## src/hdl/line_state_map.svh

```systemverilog
// Purpose: Register offsets, field positions, reset values, frame counts.
// Assumes: Included by bare name in the top module.
// Notes: Definitions only.
`ifndef LINE_STATE_MAP_SVH
`define LINE_STATE_MAP_SVH
`define ADDR_W 8
`define OFS_CTRL 8'h00
`define OFS_STATUS 8'h04
`define OFS_EVENT 8'h08
`define OFS_MASK 8'h0c
`define CTL_W 5
`define CTL_RST 5'h01
`define CH2_LSB 8
`define FLD_LOOP_LSB 0
`define FLD_TRIP_LSB 2
`define FLD_THERM_BIT 4
`define FRAME_BITS 4'ha
`define EV_THERM_LSB 0
`define EV_LOOP_LSB 2
`define EV_FRAME_OK 4
`define EV_FRAME_ERR 5
`define EV_W 6
`define MASK_RST 6'h00
`define RESP_OKAY 2'h0
`define RESP_DECERR 2'h3
`endif

```

## src/hdl/line_state_pkg.sv

```systemverilog
// Purpose: Shared types of the line state controller.
// Assumes: Numbers live in line_state_map.svh.
// Notes: Control word bit 4 test load, bit 3 high limit, bits 2..0 state.
package line_state_pkg;
    typedef enum logic [2:0] {
        ST_SCAN = 3'h0, ST_FWD = 3'h1, ST_FWD_RCM = 3'h2, ST_REV = 3'h3,
        ST_TIP_OPEN = 3'h4, ST_WINK = 3'h5, ST_RINGING = 3'h6,
        ST_DISC = 3'h7
    } line_state_e;
    typedef struct packed {
        logic test_load;
        logic high_limit;
        line_state_e state;
    } chan_ctrl_s;
    typedef enum logic [1:0] {
        LK_IDLE = 2'h0, LK_SHIFT = 2'h1, LK_CHECK = 2'h3
    } link_e;
    typedef enum logic [2:0] {
        SEL_CTRL = 3'h0, SEL_STATUS = 3'h1, SEL_EVENT = 3'h2,
        SEL_MASK = 3'h3, SEL_NONE = 3'h4
    } sel_e;
    typedef struct packed {
        logic all_off;
        logic tip_hiz;
        logic ring_hiz;
        logic reverse;
        logic raised_common_mode;
        logic wink_ground;
        logic ring_amp_en;
        logic ac_path_en;
        logic onhook_tx_en;
        logic loop_det_en;
        logic fixed_limit;
        logic low_current_limit;
        logic high_current_limit;
        logic test_load_pin;
    } drive_s;
endpackage

```

## src/hdl/link_if.sv

```systemverilog
// Purpose: Sampled serial link events between sampler and core.
// Assumes: All signals on aclk.
// Notes: Edge flags are one-cycle pulses.
`timescale 1ns/100ps
interface link_if;
    logic en;
    logic en_rise;
    logic en_fall;
    logic clk_rise;
    logic clk_fall;
    logic din;
    modport sampler(output en, en_rise, en_fall, clk_rise, clk_fall, din);
    modport core(input en, en_rise, en_fall, clk_rise, clk_fall, din);
endinterface

```

## src/hdl/link_sampler.sv

```systemverilog
// Purpose: Synchronise the serial pins and find link clock edges.
// Assumes: Link clock half period spans at least three aclk cycles.
// Notes: Edges are seen two to three cycles after the pin moves.
`timescale 1ns/100ps

module link_sampler
    import line_state_pkg::*;
(
    // Clock and reset
    input wire logic aclk,
    input wire logic aresetn,
    // Serial pins
    input wire logic ser_en,
    input wire logic ser_clk,
    input wire logic ser_din,
    // Sampled link toward the core
    link_if.sampler lk
);
    typedef struct packed {
        logic [2:0] s1;
        logic [2:0] s2;
        logic [1:0] old;
    } smp_s;
    smp_s st_r;
    smp_s st_nxt;

    always_comb begin
        st_nxt = st_r;
        st_nxt.s1 = {ser_en, ser_clk, ser_din};
        st_nxt.s2 = st_r.s1;
        st_nxt.old = st_r.s2[2:1];
    end

    always_ff @(posedge aclk) begin
        if (!aresetn) begin
            st_r <= '0;
        end else begin
            st_r <= st_nxt;
        end
    end

    assign lk.en = st_r.s2[2];
    assign lk.en_rise = st_r.s2[2] & ~st_r.old[1];
    assign lk.en_fall = ~st_r.s2[2] & st_r.old[1];
    assign lk.clk_rise = st_r.s2[1] & ~st_r.old[0];
    assign lk.clk_fall = ~st_r.s2[1] & st_r.old[0];
    assign lk.din = st_r.s2[0];
endmodule

```

## src/hdl/line_channel.sv

```systemverilog
// Purpose: One line channel: thermal hysteresis and state decode.
// Assumes: Thermal comparator flags are already synchronised.
// Notes: Drive outputs are registered, one cycle behind control.
`timescale 1ns/100ps

module line_channel
    import line_state_pkg::*;
(
    // Clock and reset
    input wire logic aclk,
    input wire logic aresetn,
    // Programmed control and thermal comparators
    input wire chan_ctrl_s ctrl,
    input wire logic therm_over,
    input wire logic therm_cool,
    // Line drive and shutdown flag
    output drive_s drive,
    output logic hot
);
    typedef struct packed {
        logic hot;
        drive_s drv;
    } chn_s;
    localparam drive_s DRV_FWD = '{loop_det_en: 1'b1, ac_path_en: 1'b1,
        onhook_tx_en: 1'b1, low_current_limit: 1'b1, default: 1'b0};
    chn_s st_r;
    chn_s st_nxt;

    always_comb begin
        st_nxt = st_r;
        // Two trip points give hysteresis; the hot trip wins a tie.
        if (therm_over)
            st_nxt.hot = 1'b1;
        else if (therm_cool)
            st_nxt.hot = 1'b0;
        st_nxt.drv = DRV_FWD;
        st_nxt.drv.low_current_limit = 1'b0;
        case (ctrl.state)
            ST_SCAN, ST_TIP_OPEN: begin
                st_nxt.drv.ac_path_en = 1'b0;
                st_nxt.drv.onhook_tx_en = 1'b0;
                st_nxt.drv.fixed_limit = 1'b1;
                st_nxt.drv.tip_hiz = ctrl.state == ST_TIP_OPEN;
            end
            ST_FWD_RCM: st_nxt.drv.raised_common_mode = 1'b1;
            ST_REV: st_nxt.drv.reverse = 1'b1;
            ST_WINK: st_nxt.drv.wink_ground = 1'b1;
            ST_RINGING: begin
                st_nxt.drv.ring_amp_en = 1'b1;
                st_nxt.drv.ac_path_en = 1'b0;
            end
            ST_DISC: begin
                st_nxt.drv = '0;
                st_nxt.drv.tip_hiz = 1'b1;
                st_nxt.drv.ring_hiz = 1'b1;
            end
            default: ;
        endcase
        if (!st_nxt.drv.fixed_limit) begin
            st_nxt.drv.low_current_limit = !ctrl.high_limit;
            st_nxt.drv.high_current_limit = ctrl.high_limit;
        end
        st_nxt.drv.test_load_pin = ctrl.test_load;
        if (st_nxt.hot) begin
            st_nxt.drv = '0;
            st_nxt.drv.all_off = 1'b1;
            st_nxt.drv.tip_hiz = 1'b1;
            st_nxt.drv.ring_hiz = 1'b1;
        end
    end

    always_ff @(posedge aclk) begin
        if (!aresetn) begin
            st_r <= '{hot: 1'b0, drv: DRV_FWD};
        end else begin
            st_r <= st_nxt;
        end
    end

    assign drive = st_r.drv;
    assign hot = st_r.hot;
endmodule

```

## src/hdl/dual_line_state_control.sv

```systemverilog
// Purpose: Two-channel line state control, serial link and AXI view.
// Assumes: aclk 125 MHz; link pins and analog flags are asynchronous.
// Notes: A frame is ten bits, channel one first, most significant first.
`timescale 1ns/100ps
`include "line_state_map.svh"

// Function
// - Power-up: active forward, low limit, test off.
// - Reset pin low forces both channels default.
// - Host sets state, limit, test per channel.
// - Status goes upstream on serial data output.
// - Five status bits per channel.
// - Current limit selects low or high only.
// - Forward, reverse and raised common mode states.
// - Scan: detector on, fixed limit, AC off.
// - Tip open is scan with tip high impedance.
// - Disconnect puts tip and ring high impedance.
// - Thermal shutdown forces the channel all off.
// - Cooled channel resumes programmed state, with hysteresis.
// - Ringing amplified only in ringing state.
module dual_line_state_control
    import line_state_pkg::*;
(
    // Clock and reset
    input wire logic aclk,
    input wire logic aresetn,
    // AXI4-Lite write address and data
    input wire logic [`ADDR_W-1:0] awaddr,
    input wire logic awvalid,
    output logic awready,
    input wire logic [31:0] wdata,
    input wire logic [3:0] wstrb,
    input wire logic wvalid,
    output logic wready,
    // AXI4-Lite write response
    output logic [1:0] bresp,
    output logic bvalid,
    input wire logic bready,
    // AXI4-Lite read
    input wire logic [`ADDR_W-1:0] araddr,
    input wire logic arvalid,
    output logic arready,
    output logic [31:0] rdata,
    output logic [1:0] rresp,
    output logic rvalid,
    input wire logic rready,
    // Device reset pin
    input wire logic line_reset_n,
    // Serial link
    input wire logic ser_en,
    input wire logic ser_clk,
    input wire logic ser_din,
    output logic ser_dout,
    // Detector flags, channel one in the low bits
    input wire logic [3:0] loop_closure,
    input wire logic [3:0] ring_trip,
    input wire logic [1:0] therm_over,
    input wire logic [1:0] therm_cool,
    // Line drive and interrupt
    output drive_s [1:0] line_drive,
    output logic irq
);
    localparam chan_ctrl_s CTL_DEF = chan_ctrl_s'(`CTL_RST);

    typedef struct packed {
        logic [11:0] pin1;
        logic [11:0] pin2;
        logic rst1;
        logic rst2;
        logic [3:0] loop_old;
        logic [1:0] hot_old;
        chan_ctrl_s [1:0] ctrl;
        link_e fsm;
        logic [3:0] cnt;
        logic [9:0] sh_in;
        logic [9:0] sh_out;
        logic dout;
        logic [`EV_W-1:0] ev;
        logic [`EV_W-1:0] mask;
        logic aw_have;
        logic [`ADDR_W-1:0] awaddr;
        logic w_have;
        logic [31:0] wdata;
        logic [3:0] wstrb;
        logic bvalid;
        logic [1:0] bresp;
        logic rvalid;
        logic [1:0] rresp;
        logic [31:0] rdata;
    } top_s;

    localparam top_s TOP_RST = '{ctrl: {2{CTL_DEF}}, mask: `MASK_RST,
        fsm: LK_IDLE, default: '0};

    top_s st_r;
    top_s st_nxt;
    link_if lk ();
    logic [3:0] loop_s;
    logic [3:0] trip_s;
    logic [1:0] over_s;
    logic [1:0] cool_s;
    logic [1:0] hot;
    logic [1:0][4:0] sta;
    logic [9:0] snap;
    logic [`EV_W-1:0] ev_set;
    logic rd_clear;

    function automatic sel_e reg_sel(logic [`ADDR_W-1:0] a);
        case (a)
            `OFS_CTRL: reg_sel = SEL_CTRL;
            `OFS_STATUS: reg_sel = SEL_STATUS;
            `OFS_EVENT: reg_sel = SEL_EVENT;
            `OFS_MASK: reg_sel = SEL_MASK;
            default: reg_sel = SEL_NONE;
        endcase
    endfunction

    link_sampler u_link (
        .aclk (aclk),
        .aresetn (aresetn),
        .ser_en (ser_en),
        .ser_clk (ser_clk),
        .ser_din (ser_din),
        .lk (lk.sampler)
    );

    assign loop_s = st_r.pin2[3:0];
    assign trip_s = st_r.pin2[7:4];
    assign over_s = st_r.pin2[9:8];
    assign cool_s = st_r.pin2[11:10];

    for (genvar c = 0; c < 2; c++) begin : g_ch
        line_channel u_ch (
            .aclk (aclk),
            .aresetn (aresetn),
            .ctrl (st_r.ctrl[c]),
            .therm_over (over_s[c]),
            .therm_cool (cool_s[c]),
            .drive (line_drive[c]),
            .hot (hot[c])
        );
        // Thermal bit reports the latched shutdown, not the raw trip.
        assign sta[c][`FLD_THERM_BIT] = hot[c];
        assign sta[c][`FLD_TRIP_LSB +: 2] = trip_s[2*c +: 2];
        assign sta[c][`FLD_LOOP_LSB +: 2] = loop_s[2*c +: 2];
    end
    assign snap = {sta[0], sta[1]};

    always_comb begin
        st_nxt = st_r;
        ev_set = '0;
        rd_clear = 1'b0;
        st_nxt.pin1 = {therm_cool, therm_over, ring_trip, loop_closure};
        st_nxt.pin2 = st_r.pin1;
        st_nxt.rst1 = line_reset_n;
        st_nxt.rst2 = st_r.rst1;
        st_nxt.loop_old = loop_s;
        st_nxt.hot_old = hot;
        for (int c = 0; c < 2; c++) begin
            ev_set[`EV_THERM_LSB + c] = hot[c] & ~st_r.hot_old[c];
            ev_set[`EV_LOOP_LSB + c] =
                |(loop_s[2*c +: 2] ^ st_r.loop_old[2*c +: 2]);
        end

        // Serial frame engine; a frame opens on the enable rise and is checked the cycle after the enable fall.
        case (st_r.fsm)
            LK_IDLE: begin
                if (lk.en_rise) begin
                    st_nxt.sh_out = snap;
                    st_nxt.dout = snap[9];
                    st_nxt.cnt = 4'h0;
                    st_nxt.fsm = LK_SHIFT;
                end
            end
            LK_SHIFT: begin
                if (lk.clk_rise) begin
                    st_nxt.sh_in = {st_r.sh_in[8:0], lk.din};
                    if (st_r.cnt != 4'hf)
                        st_nxt.cnt = st_r.cnt + 4'h1;
                end
                if (lk.clk_fall) begin
                    st_nxt.sh_out = {st_r.sh_out[8:0], 1'b0};
                    st_nxt.dout = st_r.sh_out[8];
                end
                if (lk.en_fall)
                    st_nxt.fsm = LK_CHECK;
            end
            LK_CHECK: begin
                st_nxt.fsm = LK_IDLE;
                st_nxt.dout = 1'b0;
                // A frame of the wrong length is dropped whole.
                if (st_r.cnt == `FRAME_BITS && st_r.rst2) begin
                    st_nxt.ctrl[0] = chan_ctrl_s'(st_r.sh_in[9:5]);
                    st_nxt.ctrl[1] = chan_ctrl_s'(st_r.sh_in[4:0]);
                    ev_set[`EV_FRAME_OK] = 1'b1;
                end else begin
                    ev_set[`EV_FRAME_ERR] = 1'b1;
                end
            end
            default: st_nxt.fsm = LK_IDLE;
        endcase
        if (!st_r.rst2)
            st_nxt.ctrl = {2{CTL_DEF}};

        // Write path: address and data may arrive in either order.
        if (awvalid && awready) begin
            st_nxt.aw_have = 1'b1;
            st_nxt.awaddr = awaddr;
        end
        if (wvalid && wready) begin
            st_nxt.w_have = 1'b1;
            st_nxt.wdata = wdata;
            st_nxt.wstrb = wstrb;
        end
        if (st_r.aw_have && st_r.w_have) begin
            st_nxt.aw_have = 1'b0;
            st_nxt.w_have = 1'b0;
            st_nxt.bvalid = 1'b1;
            st_nxt.bresp = `RESP_OKAY;
            case (reg_sel(st_r.awaddr))
                SEL_MASK: begin
                    if (st_r.wstrb[0])
                        st_nxt.mask = st_r.wdata[`EV_W-1:0];
                end
                SEL_NONE: st_nxt.bresp = `RESP_DECERR;
                default: ;
            endcase
        end
        if (st_r.bvalid && bready)
            st_nxt.bvalid = 1'b0;

        // Read path.
        if (arvalid && arready) begin
            st_nxt.rvalid = 1'b1;
            st_nxt.rresp = `RESP_OKAY;
            st_nxt.rdata = '0;
            case (reg_sel(araddr))
                SEL_CTRL: begin
                    st_nxt.rdata[`CTL_W-1:0] = st_r.ctrl[0];
                    st_nxt.rdata[`CH2_LSB +: `CTL_W] = st_r.ctrl[1];
                end
                SEL_STATUS: begin
                    st_nxt.rdata[4:0] = sta[0];
                    st_nxt.rdata[`CH2_LSB +: 5] = sta[1];
                end
                SEL_EVENT: begin
                    st_nxt.rdata[`EV_W-1:0] = st_r.ev;
                    rd_clear = 1'b1;
                end
                SEL_MASK: st_nxt.rdata[`EV_W-1:0] = st_r.mask;
                default: st_nxt.rresp = `RESP_DECERR;
            endcase
        end
        if (st_r.rvalid && rready)
            st_nxt.rvalid = 1'b0;
        // An event in the clearing cycle survives the read.
        st_nxt.ev = (rd_clear ? '0 : st_r.ev) | ev_set;
    end

    always_ff @(posedge aclk) begin
        if (!aresetn) begin
            st_r <= TOP_RST;
        end else begin
            st_r <= st_nxt;
        end
    end

    assign awready = !st_r.aw_have && !st_r.bvalid;
    assign wready = !st_r.w_have && !st_r.bvalid;
    assign bvalid = st_r.bvalid;
    assign bresp = st_r.bresp;
    assign arready = !st_r.rvalid;
    assign rvalid = st_r.rvalid;
    assign rresp = st_r.rresp;
    assign rdata = st_r.rdata;
    assign ser_dout = st_r.dout;
    assign irq = |(st_r.ev & st_r.mask);

    for (genvar c = 0; c < 2; c++) begin : g_chk

    end
endmodule

```

## config.mk

```make
export PLATFORM = sky130hd
export DESIGN_NAME = dual_line_state_control
export DESIGN_NICKNAME = d
export VERILOG_FILES = /design/src/hdl/line_state_pkg.sv /design/src/hdl/link_if.sv /design/src/hdl/link_sampler.sv /design/src/hdl/line_channel.sv /design/src/hdl/dual_line_state_control.sv
export VERILOG_INCLUDE_DIRS = /design/src /design/src/hdl
export SDC_FILE = /design/constraint.sdc
export NUM_CORES = 1
export LEC_CHECK = 0
export ABC_AREA = 1
export BUFFER_PORTS_ARGS = -buffer_cell sky130_fd_sc_hd__buf_2
export CORE_MARGIN = 3
export CORE_UTILIZATION = 56
export CTS_CLUSTER_DIAMETER = 30
export DETAILED_ROUTE_END_ITERATION = 8
export MAX_ROUTING_LAYER = met4
export PLACE_DENSITY = 0.88
export SYNTH_ARGS = -nofsm -noshare
export SYNTH_HDL_FRONTEND = slang
export SYNTH_SLANG_ARGS = --single-unit
```

## constraint.sdc

```tcl
create_clock -name aclk -period 3.9 [get_ports aclk]
set_input_delay 0.195 -clock aclk [delete_from_list [all_inputs] [get_ports aclk]]
set_output_delay 0.195 -clock aclk [all_outputs]
set_load 0.02 [all_outputs]
```

-- Yosys cells after proc, flatten, opt, wreduce, memory -nomap -nowiden
Index checks and enable logic that the tools add are counted.
- word-level logic and storage cells: 213
- flip-flop bits (word level): 152
- output and inout bits: 71
- input port bits: 75
- mux-type cells: 53
- bitwise gates (word level): 17
- reduce and logical (&&, ||, !) cells: 48
- add/subtract/negate cells: 1
- equal/unequal tests: 32
- operators by type and width (kind ; count):
    14-bit two-way mux ; 3
    8-bit by 4-bit == test with 1-bit output (second input constant) ; 4
    3-bit == test (second input constant) ; 9
    1-bit two-way mux ; 26
    3-bit one-hot mux with 4 select lines ; 2
    3-bit by 2-bit == test with 1-bit output (second input constant) ; 7
    10-bit two-way mux ; 2
    5-bit one-hot mux with 4 select lines ; 1
    9-bit one-hot mux with 2 select lines ; 1
    2-bit OR reduction ; 9
    8-bit by 3-bit == test with 1-bit output (second input constant) ; 2
    8-bit zero test ; 2
    2-bit two-way mux ; 6
    6-bit two-way mux ; 2
    3-bit OR reduction ; 4
    4-bit OR reduction ; 3
    2-bit inequality test (second input constant) ; 5
    5-bit one-hot mux with 2 select lines ; 1
    1-bit logical AND ; 9
    3-bit zero test ; 3
    3-bit AND reduction ; 3
    4-bit one-hot mux with 2 select lines ; 1
    2-bit AND reduction ; 4
    1-bit NOT ; 7
    21 further kinds ; 35

-- Depth between registers and ports, before layout
Gate-level depths: netlist of run 1.
- depth after elaboration: 8
- mapped depth: 9
- mapped depth without buffers: 8

-- Modules after synthesis
Synthesis of run 1 repeated with hierarchy kept, for this count alone.
- cells, all modules: 750
- area, all modules: 5761.8 um2
- modules (own cells, without submodules) (module ; area each (um2) ; seq. area each (um2) ; instances ; cells an instance):
    dual_line_state_control ; 4553.1 ; 2242.2 ; 1 ; 601
    line_channel ; 476.7 ; 280.3 ; 2 ; 58
    link_sampler ; 255.2 ; 160.2 ; 1 ; 33

-- Worst setup path after synthesis of run 1
OpenSTA, ideal clock, no wires.
- path kind: flip-flop to flip-flop
- start: register st_r, in the netlist rvalid
- end: register st_r, in the netlist rdata[2]
- path buffers: 1
- required time: 3.830 ns
- path slack: 2.553 ns
- stages on the path, launching flop included: 7
- clock period less this slack: 1.347 ns
- library setup time: 0.070 ns
- arrival: 1.277 ns
- cell sequence: dfxtp_1 inv_1 nand2_1 inv_1 clkbuf_1 o21ai_0 a21oi_1
- longest elaborated chain between the ends: 2
- RTL lines (item ; RTL line ; source):
    from (decl) ; dual_line_state_control.sv:95 ; top_s st_r;
    from (signal assigned) ; dual_line_state_control.sv:264 ; st_r <= st_nxt;
    1-bit zero test ; dual_line_state_control.sv:272 ; assign arready = !st_r.rvalid;
    named net arready ; dual_line_state_control.sv:42 ; output logic arready,
    1-bit logical AND ; dual_line_state_control.sv:233 ; if (arvalid && arready) begin
The timed path passes the listed nets, and every way through them passes these cells.
A chain may end at the register's enable or synchronous reset.

-- Final worst setup path of run 1
- start: register st_r[117] (netlist name)
- end: register st_r[130] (netlist name)
- longest elaborated chain between the ends: 3
- RTL lines (item ; RTL line ; source):
    4-bit == test (no line) ; -- ;
    1-bit logical AND ; dual_line_state_control.sv:192 ; if (st_r.cnt == `FRAME_BITS && st_r.rst2) begin
    2-bit AND reduction (no line) ; -- ;
Every way passes these cells.

==> summary.json, run 1 <==
{
  "floorplanning": {
    "ioPinCount": 146,
    "die-area_um2": 11200,
    "fp.dieH_um": 106,
    "fp-row-count": 35,
    "dieWidth_um": 106,
    "fp.coreArea_um2": 9460,
    "start_util_pct": 59.1
  },
  "finish": {
    "drive_gt1_share_pct": 16.6,
    "design.final.nets": 902,
    "antenna-diode-count": 0,
    "most_frequent_cells_in_the_layout": "sky130_fd_sc_hd__dfxtp_1, sky130_fd_sc_hd__nand2_1, sky130_fd_sc_hd__nor2_1",
    "layout.filler_cells": 717,
    "area_growth_syn_to_layout_pct": 22.4,
    "post-route-util_pct": 72.3,
    "final_common_cell": "sky130_fd_sc_hd__dfxtp_1"
  },
  "detailed_routing": {
    "dr_total_vias": 4690,
    "drc": 0,
    "detailedRoute.firstIterationViolations": 313,
    "drt-pass1-iter-count": 6,
    "route.antenna.remaining_nets": 0,
    "route.final.wire_length_mm": 11.9,
    "via_per_inst": 4.85,
    "routedWlPerCell_um": 12.3
  },
  "sta": {
    "tns_ps": 0,
    "hold_viol_final": 0,
    "finalClockSkew_ps": 9.13,
    "rsz0062_at_grt": "no",
    "layout_min_cycle_time_ps": 2040,
    "max_freq_mhz": 490,
    "fin_hold_ws_ps": 121,
    "layout_worst_path_cycle_share_pct": 52.3,
    "finalSetupViolCount": 0,
    "worst_slew_pin_slew_ps": 880,
    "final_max_slew_viol_count": 0,
    "timing.slew.headroom_pct": 41.2
  },
  "placed_design": {
    "io_buffer_count": 95,
    "detailed_place_hpwl_mm": 7.37,
    "gpl_congestion": 0.855
  },
  "setup_path": {
    "worstRegToRegCells": 7,
    "worst_path_dominant_cell_family": "simple AND/OR/NAND/NOR gates",
    "worst-path-buf-inv": 2,
    "list_of_cells_traversed_by_the_critical_path": "inv_1 > ha_1 > nand4_1 > nor2_1 > inv_1 > o21ai_0 > a21oi_1",
    "crit_path_end_kind": "flip-flop",
    "critical_path_arrival_ps": 2440,
    "worst-endpoint-required_ps": 4300,
    "ff2ff_setup_slack_ps": 1860,
    "worst-setup-path-type": "flip-flop to flip-flop",
    "regToRegStartpoint": "st_r[117]",
    "cp_slowest_stage_delay_ps": 550,
    "crit_fanout": 11,
    "cp_common_cell": "sky130_fd_sc_hd__inv_1",
    "cp-start-kind": "flip-flop",
    "regToRegEndpoint": "st_r[130]",
    "cp_slowest_cell": "sky130_fd_sc_hd__nor2_1"
  },
  "clock_network": {
    "max-clock-path-buffers": 2,
    "cts_resized": 0,
    "cts_tree": "done",
    "clock_tree.root_cell": "sky130_fd_sc_hd__clkbuf_8",
    "clock_network_latency_to_the_later_pin_of_the_worst_skew_pair_ps": 520,
    "post_cts.repair.setup_buffers": 0,
    "cts_hold_buf": 35,
    "clock-sinks": 148,
    "clk_transition_reported_paths_ps": 70,
    "cts_inserted_buffers": 17,
    "cts_max_level": 4
  },
  "power_and_ir_drop": {
    "report.power.total_uw": 3410,
    "power_density_nw_per_um2": 498,
    "cellLeakagePower_uw": 0.00330,
    "vdd.ir_drop.worst_v": 0.000275
  },
  "global_routing": {
    "first_global_vias": 4261,
    "maximum_number_of_pins_on_one_net_before_global_route_repair": 73,
    "global_route.overflow_total": 0,
    "groute.usage.overall_pct": 22.0,
    "grt_pass1_wl_mm": 19.3,
    "antenna_found_initial": 0
  },
  "hold_path": {
    "hold_start": "aresetn",
    "timing.hold.worst_path_depth": 2,
    "worstHoldPathType": "primary input to flip-flop",
    "holdPathEnd": "g_ch[0].u_ch.drive[2]"
  },
  "logic_synthesis": {
    "postSynthCellCount": 717,
    "ys_seq_elements": 148,
    "ys_seq_area_share_pct": 53.0,
    "synth_cell_type_count": 32,
    "ys.warnings.count": 0,
    "syn_area_per_cell_um2": 7.79,
    "netlist_area_um2": 5590
  },
  "run": {
    "drv_cap": 0
  },
  "outcome": {
    "run_status": "finished, final reports clean"
  }
}
-- synthesized netlist by cell type --
master,number,share of area [%]
sky130_fd_sc_hd__buf_2,7,0.63
sky130_fd_sc_hd__nor2_2,3,0.34
sky130_fd_sc_hd__o21a_1,1,0.13
sky130_fd_sc_hd__clkinv_1,1,0.067
sky130_fd_sc_hd__conb_1,1,0.067
sky130_fd_sc_hd__o21ai_0,66,5.9
sky130_fd_sc_hd__nor4_1,2,0.22
sky130_fd_sc_hd__o21ai_1,9,0.81
sky130_fd_sc_hd__buf_6,1,0.20
sky130_fd_sc_hd__clkbuf_1,13,0.87
sky130_fd_sc_hd__nor3_1,10,0.90
sky130_fd_sc_hd__a221oi_1,1,0.16
sky130_fd_sc_hd__inv_2,4,0.27
sky130_fd_sc_hd__a211oi_2,1,0.22
sky130_fd_sc_hd__nor3_4,1,0.29
sky130_fd_sc_hd__buf_1,2,0.13
sky130_fd_sc_hd__inv_1,84,5.6
sky130_fd_sc_hd__a21oi_1,37,3.3
sky130_fd_sc_hd__nor2_4,2,0.40
sky130_fd_sc_hd__xnor2_1,3,0.47
sky130_fd_sc_hd__nand4_1,1,0.11
sky130_fd_sc_hd__xor2_1,3,0.47
sky130_fd_sc_hd__a31oi_1,4,0.45
sky130_fd_sc_hd__o211ai_1,2,0.27
sky130_fd_sc_hd__nand3_1,30,2.7
sky130_fd_sc_hd__dfxtp_1,148,53
sky130_fd_sc_hd__buf_4,39,5.2
sky130_fd_sc_hd__nand2_1,128,8.6
sky130_fd_sc_hd__o22ai_1,1,0.11
sky130_fd_sc_hd__a211oi_1,2,0.27
sky130_fd_sc_hd__nor2_1,108,7.3
sky130_fd_sc_hd__ha_1,2,0.45
-- kinds of logic after synthesis --
group	after synthesis	synth area share, %
adder cells (fa/ha/maj)	2	0.448
XOR/XNOR	6	0.941
buffers and inverters	151	13.1
other	1	0.0671
AND/OR/NAND/NOR	285	20.8
flip-flops	148	53.0
AO/OA/AOI/OAI	124	11.6
-- metal layers --
metal	vias to the layer above	part of all wire, %	track usage (%)
met2	194	49	36.5
met3	24	6.8	5.45
met1	2059	42	25.4
met5	-	0	-
met4	0	2.2	9.53
li1	2413	-	-
-- area by class of cell --
type                       count  area, µm²  share of cell area, %
inverter                      89        334                   4.89
multi-input combinational    438       1970                   28.8
clock buffer                  17        414                   6.06
sequential                   148       2960                   43.3
timing repair buffer         131        833                   12.2
clock inverter                15        161                   2.36
tap                          129        161                   2.36
-- metrics by stage --
stage | cell area (µm²) | setup WS [ps] | std cells
global placement | 5910 | 2030 | 900
detailed placement | 5910 | 1960 | 900
global route | 6840 | 1680 | 967
floorplan | 5660 | 2550 | 737
CTS | 6840 | 1890 | 967
finish | 6840 | 1860 | 967
-- where the power goes --
part           internal, µW  total, µW  switching (µW)
registers              1570       1610            33.3
logic                  98.1        269             171
clock network           825       1530             705
total                  2500       3410             909
-- worst max-delay path by stage --
stage	slack [ps]	cells past startpoint	from	to
finish	1860	7	st_r[117]	st_r[130]
global route	1680	7	st_r[117]	st_r[130]
CTS	1890	7	st_r[117]	st_r[130]
detailed placement	1960	7	st_r[117]	st_r[126]
global placement	2030	7	st_r[117]	st_r[126]
floorplan	2550	6	rvalid	rdata[2]
-- flip-flops by register name, indices dropped and copies added, names as in the netlist, 4 cells and up --
name	flops
g_ch.u_ch.drive	28
loop_s	4
rdata	11
snap	4
st_nxt	13
st_r	71
u_link.st_nxt	4
-- worst reg2reg max path: cells and delay by family (launching register included) --
family | cells | cell delay (ps)
buffers and inverters | 2 | 430
DFF | 1 | 330
AOI/OAI and AO/OA | 2 | 360
adders and majority gates | 1 | 150
and+or+nand+nor | 2 | 660
Note: power is estimated with default switching activity, not from simulation.
==> run 2: changes to the inputs <==
ABC_AREA = 0   (was 1)
CORE_UTILIZATION = 52   (was 56)
PLACE_DENSITY = 0.83   (was 0.88)
clock period = 1.91 ns   (was 3.9 ns; I/O delays follow)
==> summary.json, run 2 <==
{
  "outcome": {
    "run_status": "finished, final reports clean"
  },
  "run": {
    "drv_cap": {"value": 0, "change": "unchanged"}
  },
  "hold_path": {
    "holdPathEnd": "g_ch[1].u_ch.drive[12]",
    "timing.hold.worst_path_depth": {"value": 3, "change": "+1"},
    "worstHoldPathType": "primary input to flip-flop",
    "hold_start": "aresetn"
  },
  "floorplanning": {
    "die-area": {"value": 11900, "unit": "µm²", "change": "+6.3%"},
    "fp-row-count": {"value": 37, "change": "+5.7%"},
    "ioPinCount": {"value": 146, "change": "unchanged"},
    "fp.coreArea": {"value": 10300, "unit": "µm²", "change": "+9.1%"},
    "start_util": {"value": 53.6, "unit": "%", "change": "-5.4 points"},
    "fp.dieH": {"value": 109, "unit": "µm", "change": "+3.1%"},
    "dieWidth": {"value": 109, "unit": "µm", "change": "+3.1%"}
  },
  "finish": {
    "ff_latch_area": {"value": 2960, "unit": "µm²", "change": "unchanged"},
    "most_frequent_cells_in_the_layout": "sky130_fd_sc_hd__dfxtp_1, sky130_fd_sc_hd__buf_2, sky130_fd_sc_hd__nand2_1",
    "area_growth_syn_to_layout_pct": 27.5,
    "final_common_cell": "sky130_fd_sc_hd__dfxtp_1",
    "largest_register_ffs": {"value": 71, "change": "unchanged"},
    "drive_gt1_share": {"value": 22.5, "unit": "%", "change": "+5.9 points"},
    "multi_input_comb_area": {"value": 2170, "unit": "µm²", "change": "+10%"},
    "regMostFlops": "st_r",
    "antenna-diode-count": {"value": 0, "change": "unchanged"},
    "layout.filler_cells": {"value": 721, "change": "+0.56%"},
    "design.final.nets": {"value": 762, "change": "-16%"}
  },
  "detailed_routing": {
    "routed-wl-met3": {"value": 1.03, "unit": "mm", "change": "+27%"},
    "dr_total_vias": {"value": 4389, "change": "-6.4%"},
    "drt-pass1-iter-count": {"value": 5, "change": "-1"},
    "drc": {"value": 0, "change": "unchanged"},
    "route.antenna.remaining_nets": {"value": 0, "change": "unchanged"},
    "detailedRoute.firstIterationViolations": {"value": 386, "change": "+23%"},
    "routedWlPerCell": {"value": 15.4, "unit": "µm", "change": "+25%"},
    "route.top_layer_used": "met4",
    "routed-wl-met2": {"value": 6.56, "unit": "mm", "change": "+13%"},
    "route.layer.met1.wl": {"value": 5.01, "unit": "mm", "change": "-0.83%"},
    "route.final.wire_length": {"value": 12.9, "unit": "mm", "change": "+7.9%"},
    "via_per_inst": {"value": 5.26, "change": "+8.5%"}
  },
  "power_and_ir_drop": {
    "comb_power_share": {"value": 6.5, "unit": "%", "change": "-1.4 points"},
    "cellLeakagePower": {"value": 0.00299, "unit": "µW", "change": "-9.3%"},
    "vdd.ir_drop.worst": {"value": 0.000732, "unit": "V", "change": "+170%"},
    "power_density": {"value": 1110, "unit": "nW/µm²", "change": "+120%"},
    "power.share.clock": {"value": 52.1, "unit": "%", "change": "+7.2 points"},
    "seq_power_share": {"value": 41.5, "unit": "%", "change": "-5.7 points"},
    "power.switching": {"value": 1650, "unit": "µW", "change": "+81%"},
    "cellInternalPower": {"value": 6210, "unit": "µW", "change": "+150%"},
    "sw_frac_of_total": {"value": 21.0, "unit": "%", "change": "-5.7 points"}
  },
  "logic_synthesis": {
    "yosys.cell_count.top_type": "sky130_fd_sc_hd__dfxtp_1",
    "xor_xnor_fraction_of_synth_area": {"value": 0.791, "unit": "%", "change": "-0.15 points"},
    "synth_cell_type_count": {"value": 53, "change": "+66%"},
    "netlist_area": {"value": 5540, "unit": "µm²", "change": "-0.92%"},
    "yosys.area.top_type": "sky130_fd_sc_hd__dfxtp_1",
    "postSynth.topFlopCell": "sky130_fd_sc_hd__dfxtp_1",
    "compound_gate_fraction_of_synth_area": {"value": 12.1, "unit": "%", "change": "+0.45 points"},
    "ys_seq_area_share": {"value": 53.5, "unit": "%", "change": "+0.49 points"},
    "synth_edf_count": {"value": 0, "change": "unchanged"},
    "synthMuxAreaShare": {"value": 6.94, "unit": "%", "change": "+6.9 points"},
    "yosys.area.top_type_share": {"value": 53.5, "unit": "%", "change": "+0.49 points"},
    "ys.warnings.count": {"value": 0, "change": "unchanged"},
    "syn_area_per_cell": {"value": 9.73, "unit": "µm²", "change": "+25%"},
    "postSynthCellCount": {"value": 569, "change": "-21%"},
    "synth_top_family_by_area": "simple AND/OR/NAND/NOR gates",
    "postSynth.asyncResetShare": {"value": 0, "unit": "%", "change": "unchanged"},
    "synthTopCellsByArea": "sky130_fd_sc_hd__dfxtp_1, sky130_fd_sc_hd__buf_4, sky130_fd_sc_hd__and2_1",
    "synth_commonest_cells": "sky130_fd_sc_hd__dfxtp_1, sky130_fd_sc_hd__nand2_1, sky130_fd_sc_hd__and2_1",
    "yosys.area_share.simple": {"value": 17.5, "unit": "%", "change": "-3.3 points"},
    "synthAdderAreaFrac": {"value": 0.452, "unit": "%", "change": "+0.0042 points"},
    "ys_seq_elements": {"value": 148, "change": "unchanged"}
  },
  "setup_path": {
    "worstRegToRegCells": {"value": 4, "change": "-3"},
    "ff2ff_setup_slack": {"value": 210, "unit": "ps", "change": "-1650 ps"},
    "cp-start-kind": "flip-flop",
    "worst-setup-path-type": "flip-flop to flip-flop",
    "regToRegEndpoint": "st_r[101]",
    "crit_fanout": {"value": 17, "change": "+6"},
    "critical_path_arrival": {"value": 2120, "unit": "ps", "change": "-320 ps"},
    "worst-endpoint-required": {"value": 2330, "unit": "ps", "change": "-1970 ps"},
    "regToRegStartpoint": "st_r[121]",
    "crit_path_end_kind": "flip-flop"
  },
  "placed_design": {
    "detailed_place_hpwl": {"value": 7.76, "unit": "mm", "change": "+5.3%"},
    "io_buffer_count": {"value": 95, "change": "unchanged"},
    "gpl_congestion": {"value": 0.853, "change": "-0.28%"},
    "place_ws": {"value": 277, "unit": "ps", "change": "-1680 ps"}
  },
  "sta": {
    "layout_worst_path_cycle_share": {"value": 89.3, "unit": "%", "change": "+37 points"},
    "tns": {"value": 0, "unit": "ps", "change": "unchanged"},
    "timing.slew.headroom": {"value": 52.4, "unit": "%", "change": "+11 points"},
    "layout_setup_ws": {"value": 205, "unit": "ps", "change": "-1650 ps"},
    "hold_viol_final": {"value": 0, "change": "unchanged"},
    "max_freq": {"value": 587, "unit": "MHz", "change": "+20%"},
    "finalSetupViolCount": {"value": 0, "change": "unchanged"},
    "worst_slew_pin_slew": {"value": 713, "unit": "ps", "change": "-167 ps"},
    "final_max_slew_viol_count": {"value": 0, "change": "unchanged"},
    "finalClockSkew": {"value": 5.67, "unit": "ps", "change": "-3.46 ps"},
    "layout_min_cycle_time": {"value": 1700, "unit": "ps", "change": "-336 ps"},
    "rsz0062_at_grt": "no"
  },
  "global_routing": {
    "grt_pass1_wl": {"value": 19.9, "unit": "mm", "change": "+3.3%"},
    "global_route.overflow_total": {"value": 0, "change": "unchanged"},
    "antenna_found_initial": {"value": 0, "change": "unchanged"},
    "groute.usage.overall": {"value": 22.3, "unit": "%", "change": "+0.29 points"},
    "first_global_vias": {"value": 4185, "change": "-1.8%"},
    "maximum_number_of_pins_on_one_net_before_global_route_repair": {"value": 75, "change": "+2.7%"}
  },
  "clock_network": {
    "clock_tree.root_cell": "sky130_fd_sc_hd__clkbuf_8",
    "clk_transition_reported_paths": {"value": 60, "unit": "ps", "change": "about the same"},
    "cts_inserted_buffers": {"value": 17, "change": "unchanged"},
    "clock_network_latency_to_the_later_pin_of_the_worst_skew_pair": {"value": 520, "unit": "ps", "change": "about the same"},
    "cts_resized": {"value": 0, "change": "unchanged"},
    "cts_tree": "done",
    "clock-sinks": {"value": 148, "change": "unchanged"},
    "max-clock-path-buffers": {"value": 2, "change": "unchanged"},
    "cts_max_level": {"value": 4, "change": "unchanged"}
  }
}
-- run 2: changes by cell type in the layout (fill, tap and decap cells not counted), moves of 12 or more --
cell	before	now
sky130_fd_sc_hd__nand3_1	30	15
sky130_fd_sc_hd__buf_4	1	13
sky130_fd_sc_hd__nor2_1	108	33
sky130_fd_sc_hd__mux2i_1	0	26
sky130_fd_sc_hd__o21ai_0	66	19
sky130_fd_sc_hd__inv_1	84	20
sky130_fd_sc_hd__nand2_1	128	65
sky130_fd_sc_hd__and2_1	0	44
-- run 2: cell type report --
type	instances	area share, %
tap	136	2.41
sequential	148	42.0
clock inverter	15	4.59
inverter	20	1.06
timing repair buffer	145	13.4
multi-input combinational	353	30.7
clock buffer	17	5.87
-- run 2: what timing repair did --
| item | CTS | global route |
|---|---|---|
| setup endpoints to repair | 0 | 6 |
| setup buffers | 0 | 1 |
| hold endpoints to repair | 38 | 0 |
| hold buffers | 37 | 0 |
-- run 2: per-layer routing --
metal | vias up | global-route usage [%]
met1 | 2051 | 24.8
met4 | 0 | 8.73
met3 | 30 | 5.74
li1 | 2095 | -
met2 | 213 | 38.2
met5 | - | -
-- run 2: worst max path at each step --
| stage | slack (ps) | endpoint | startpoint | cells after the start |
|---|---|---|---|---|
| floorplan | 260 | st_r[38] | bvalid | 5 |
| detailed placement | 280 | st_r[85] | st_r[82] | 4 |
| CTS | 150 | st_r[88] | st_r[82] | 4 |
| global route | 110 | st_r[101] | st_r[121] | 4 |
| finish | 210 | st_r[101] | st_r[121] | 4 |
| global placement | 320 | st_r[90] | araddr[0] | 5 |
-- run 2: stage by stage --
| step | total power (µW) | area (µm²) | instances | util [%] | hold slack (ps) |
|---|---|---|---|---|---|
| after floorplan | 3650 | 5610 | 589 | - | 223 |
| after global placement | 3730 | 5940 | 764 | 57.6 | 306 |
| after detailed placement | 3750 | 5940 | 764 | 57.6 | 304 |
| after CTS | 7880 | 7050 | 833 | 68.3 | 2.94 |
| after global routing | 8070 | 7060 | 834 | 68.4 | 79.2 |
| final | 7860 | 7060 | 834 | 68.4 | 53.2 |
-- run 2: power by group through the flow --
stage	Sequential, µW	Combinational (µW)	Clock, µW
2_1_floorplan	3320	331	0
3_3_place_gp	3310	419	0
3_5_place_dp	3320	433	0
4_1_cts	3250	495	4140
5_1_grt	3270	556	4250
6_report	3260	509	4090
-- run 2: kinds of logic (layout without fill, tap and decap cells) --
kind of cell | count (synthesis) | in the layout
AND/OR/NAND/NOR | 192 | 192
flip-flops | 148 | 148
AO/OA/AOI/OAI | 101 | 101
buffers and inverters | 88 | 197
multiplexers | 32 | 32
XOR/XNOR | 5 | 5
adder cells (fa/ha/maj) | 2 | 2
other | 1 | 21
-- run 2: worst max-delay path: stages, from the launching register on --
cell and delay (ps):
sky130_fd_sc_hd__dfxtp_1 490, sky130_fd_sc_hd__nand2b_1 140, sky130_fd_sc_hd__o21bai_2 550, sky130_fd_sc_hd__nor2_1 110, sky130_fd_sc_hd__a211oi_1 310
==> run 3: changes to the inputs <==
--- a/config.mk
+++ b/config.mk
@@ -10,2 +10,3 @@
 export BUFFER_PORTS_ARGS = -buffer_cell sky130_fd_sc_hd__buf_2
+export CORE_ASPECT_RATIO = 1.75
 export CORE_MARGIN = 3
==> constraint.sdc (replaced) <==
create_clock -name aclk -period 1.91 [get_ports aclk]
set_input_delay 0.191 -clock aclk [delete_from_list [all_inputs] [get_ports aclk]]
set_output_delay 0.191 -clock aclk [all_outputs]
set_load 0.02 [all_outputs]
==> summary.json, run 3 (synthesis results as in run 2) <==
{
  "global_routing": {
    "global_route.overflow_total": {"value": 0, "change": "unchanged"},
    "grt_pass1_wl": {"value": 19.0, "unit": "mm", "change": "-4.4%"},
    "maximum_number_of_pins_on_one_net_before_global_route_repair": {"value": 75, "change": "unchanged"},
    "antenna_found_initial": {"value": 0, "change": "unchanged"},
    "groute.usage.overall": {"value": 20.3, "unit": "%", "change": "-2.0 points"},
    "first_global_vias": {"value": 4226, "change": "+0.98%"}
  },
  "finish": {
    "area_growth_syn_to_layout_pct": 20.9,
    "largest_register_ffs": {"value": 71, "change": "unchanged"},
    "design.final.nets": {"value": 741, "change": "-2.8%"},
    "layout.filler_cells": {"value": 788, "change": "+9.3%"},
    "regMostFlops": "st_r",
    "antenna-diode-count": {"value": 0, "change": "unchanged"},
    "final_common_cell": "sky130_fd_sc_hd__dfxtp_1",
    "post-route-util": {"value": 64.6, "unit": "%", "change": "-3.8 points"},
    "most_frequent_cells_in_the_layout": "sky130_fd_sc_hd__dfxtp_1, sky130_fd_sc_hd__buf_2, sky130_fd_sc_hd__nand2_1",
    "drive_gt1_share": {"value": 23.2, "unit": "%", "change": "+0.70 points"}
  },
  "setup_path": {
    "cp_slowest_cell": "sky130_fd_sc_hd__nor2_1",
    "critical_path_arrival": {"value": 2070, "unit": "ps", "change": "-50 ps"},
    "worst-setup-path-type": "flip-flop to flip-flop",
    "crit_fanout": {"value": 6, "change": "-11"},
    "worst-path-buf-inv": {"value": 2, "change": "+2"},
    "cp-start-kind": "flip-flop",
    "list_of_cells_traversed_by_the_critical_path": "inv_1 > ha_1 > nand4b_1 > nor2_1 > buf_4 > nand2_1 > a21oi_1",
    "worst-endpoint-required": {"value": 2240, "unit": "ps", "change": "-90 ps"},
    "cp_slowest_stage_delay": {"value": 490, "unit": "ps", "change": "-60 ps"},
    "crit_path_end_kind": "flip-flop",
    "ff2ff_setup_slack": {"value": 170, "unit": "ps", "change": "-40 ps"},
    "worst_path_dominant_cell_family": "simple AND/OR/NAND/NOR gates"
  },
  "placed_design": {
    "io_buffer_count": {"value": 95, "change": "unchanged"},
    "detailed_place_hpwl": {"value": 8.08, "unit": "mm", "change": "+4.1%"},
    "gpl_congestion": {"value": 0.825, "change": "-3.2%"}
  },
  "floorplanning": {
    "dieWidth": {"value": 84.0, "unit": "µm", "change": "-23%"},
    "fp-row-count": {"value": 49, "change": "+32%"},
    "start_util": {"value": 53.4, "unit": "%", "change": "-0.19 points"},
    "ioPinCount": {"value": 146, "change": "unchanged"},
    "fp.coreArea": {"value": 10400, "unit": "µm²", "change": "+0.36%"},
    "fp.dieH": {"value": 142, "unit": "µm", "change": "+31%"},
    "die-area": {"value": 12000, "unit": "µm²", "change": "+0.40%"}
  },
  "detailed_routing": {
    "detailedRoute.firstIterationViolations": {"value": 232, "change": "-40%"},
    "dr_total_vias": {"value": 4182, "change": "-4.7%"},
    "drc": {"value": 0, "change": "unchanged"},
    "route.antenna.remaining_nets": {"value": 0, "change": "unchanged"},
    "via_per_inst": {"value": 5.20, "change": "-1.2%"},
    "route.final.wire_length": {"value": 11.4, "unit": "mm", "change": "-11%"},
    "routedWlPerCell": {"value": 14.2, "unit": "µm", "change": "-7.8%"},
    "drt-pass1-iter-count": {"value": 5, "change": "unchanged"}
  },
  "sta": {
    "layout_worst_path_cycle_share": {"value": 91.3, "unit": "%", "change": "+2.1 points"},
    "timing.slew.headroom": {"value": 52.7, "unit": "%", "change": "+0.24 points"},
    "layout_min_cycle_time": {"value": 1740, "unit": "ps", "change": "+39.2 ps"},
    "finalClockSkew": {"value": 7.48, "unit": "ps", "change": "+1.81 ps"},
    "worst_slew_pin_slew": {"value": 710, "unit": "ps", "change": "-3.67 ps"},
    "tns": {"value": 0, "unit": "ps", "change": "unchanged"},
    "final_max_slew_viol_count": {"value": 0, "change": "unchanged"},
    "max_freq": {"value": 573, "unit": "MHz", "change": "-2.2%"},
    "finalSetupViolCount": {"value": 0, "change": "unchanged"},
    "fin_hold_ws": {"value": 15.6, "unit": "ps", "change": "-37.5 ps"},
    "rsz0062_at_grt": "no",
    "hold_viol_final": {"value": 0, "change": "unchanged"}
  },
  "run": {
    "drv_cap": {"value": 0, "change": "unchanged"}
  },
  "outcome": {
    "run_status": "finished, final reports clean"
  },
  "clock_network": {
    "cts_tree": "done",
    "cts_hold_buf": {"value": 16, "change": "-57%"},
    "clock_tree.root_cell": "sky130_fd_sc_hd__clkbuf_16",
    "cts_resized": {"value": 0, "change": "unchanged"},
    "clock_network_latency_to_the_later_pin_of_the_worst_skew_pair": {"value": 410, "unit": "ps", "change": "-110 ps"},
    "max-clock-path-buffers": {"value": 2, "change": "unchanged"},
    "clock-sinks": {"value": 148, "change": "unchanged"},
    "post_cts.repair.setup_buffers": {"value": 0, "change": "unchanged"},
    "clk_transition_reported_paths": {"value": 60, "unit": "ps", "change": "about the same"},
    "cts_inserted_buffers": {"value": 17, "change": "unchanged"},
    "cts_max_level": {"value": 4, "change": "unchanged"}
  },
  "power_and_ir_drop": {
    "cellInternalPower": {"value": 5350, "unit": "µW", "change": "-14%"},
    "power.switching": {"value": 1600, "unit": "µW", "change": "-2.8%"},
    "seq_power_share": {"value": 46.8, "unit": "%", "change": "+5.3 points"},
    "cellLeakagePower": {"value": 0.00283, "unit": "µW", "change": "-5.4%"},
    "power_density": {"value": 1040, "unit": "nW/µm²", "change": "-6.7%"},
    "vdd.ir_drop.worst": {"value": 0.000796, "unit": "V", "change": "+8.8%"},
    "comb_power_share": {"value": 6.6, "unit": "%", "change": "about the same"},
    "power.share.clock": {"value": 46.6, "unit": "%", "change": "-5.5 points"},
    "sw_frac_of_total": {"value": 23.1, "unit": "%", "change": "+2.1 points"}
  },
  "hold_path": {
    "worstHoldPathType": "primary input to flip-flop"
  }
}
[run 3: cell types whose count changed in the layout (fill, tap and decap cells not counted)]
cell,change
sky130_fd_sc_hd__clkinv_4,+3
sky130_fd_sc_hd__clkbuf_16,+1
sky130_fd_sc_hd__clkinv_2,+2
sky130_fd_sc_hd__dlygate4sd3_1,-21
sky130_fd_sc_hd__inv_8,-1
sky130_fd_sc_hd__clkinvlp_4,+2
sky130_fd_sc_hd__bufinv_16,-7
[run 3: metal layers]
metal,routed length [µm],vias to the layer above,GRT usage (%)
met1,4110,1951,20.2
met3,569,15,4.06
met2,6560,155,38.0
met4,194,0,8.31
met5,0,-,-
li1,-,2061,-
[run 3: through the flow]
stage,instance area [µm²],std cells,total power (µW),setup slack (ps)
finish,6690,804,6950,166
global route,6690,804,7170,91.0
CTS,6690,804,6990,174
detailed placement,5940,756,3750,176
global placement,5940,756,3730,194
floorplan,5610,589,3650,259
[run 3: worst paths after layout]
path | startpoint | to | cells after the start
worst max register to register | st_r[117] | st_r[127] | 7
worst min register to register | st_nxt[148] | snap[3] | 1
worst max-delay path | st_r[117] | st_r[127] | 7
worst min-delay path | wdata[5] | st_r[47] | 3
[run 3: layout make-up]
type	instances	area [µm²]	share of cell area [%]
repair buffers	124	733	11.0
clock inverters	14	154	2.30
well taps	127	159	2.37
inverters	20	75.1	1.12
clock buffers	18	439	6.56
multi-input cells	353	2170	32.4
flip-flops and latches	148	2960	44.3
[run 3: worst min-delay path, stage by stage]
cell and delay, ps:
sky130_fd_sc_hd__buf_2 70, sky130_fd_sc_hd__mux2i_1 50, sky130_fd_sc_hd__nor2_1 70
[run 3: power groups by stage]
stage	logic [µW]	registers (µW)	clock network, µW
floorplan	331	3320	0
global placement	418	3310	0
detailed placement	434	3320	0
CTS	462	3250	3280
global route	511	3260	3390
finish	461	3250	3240
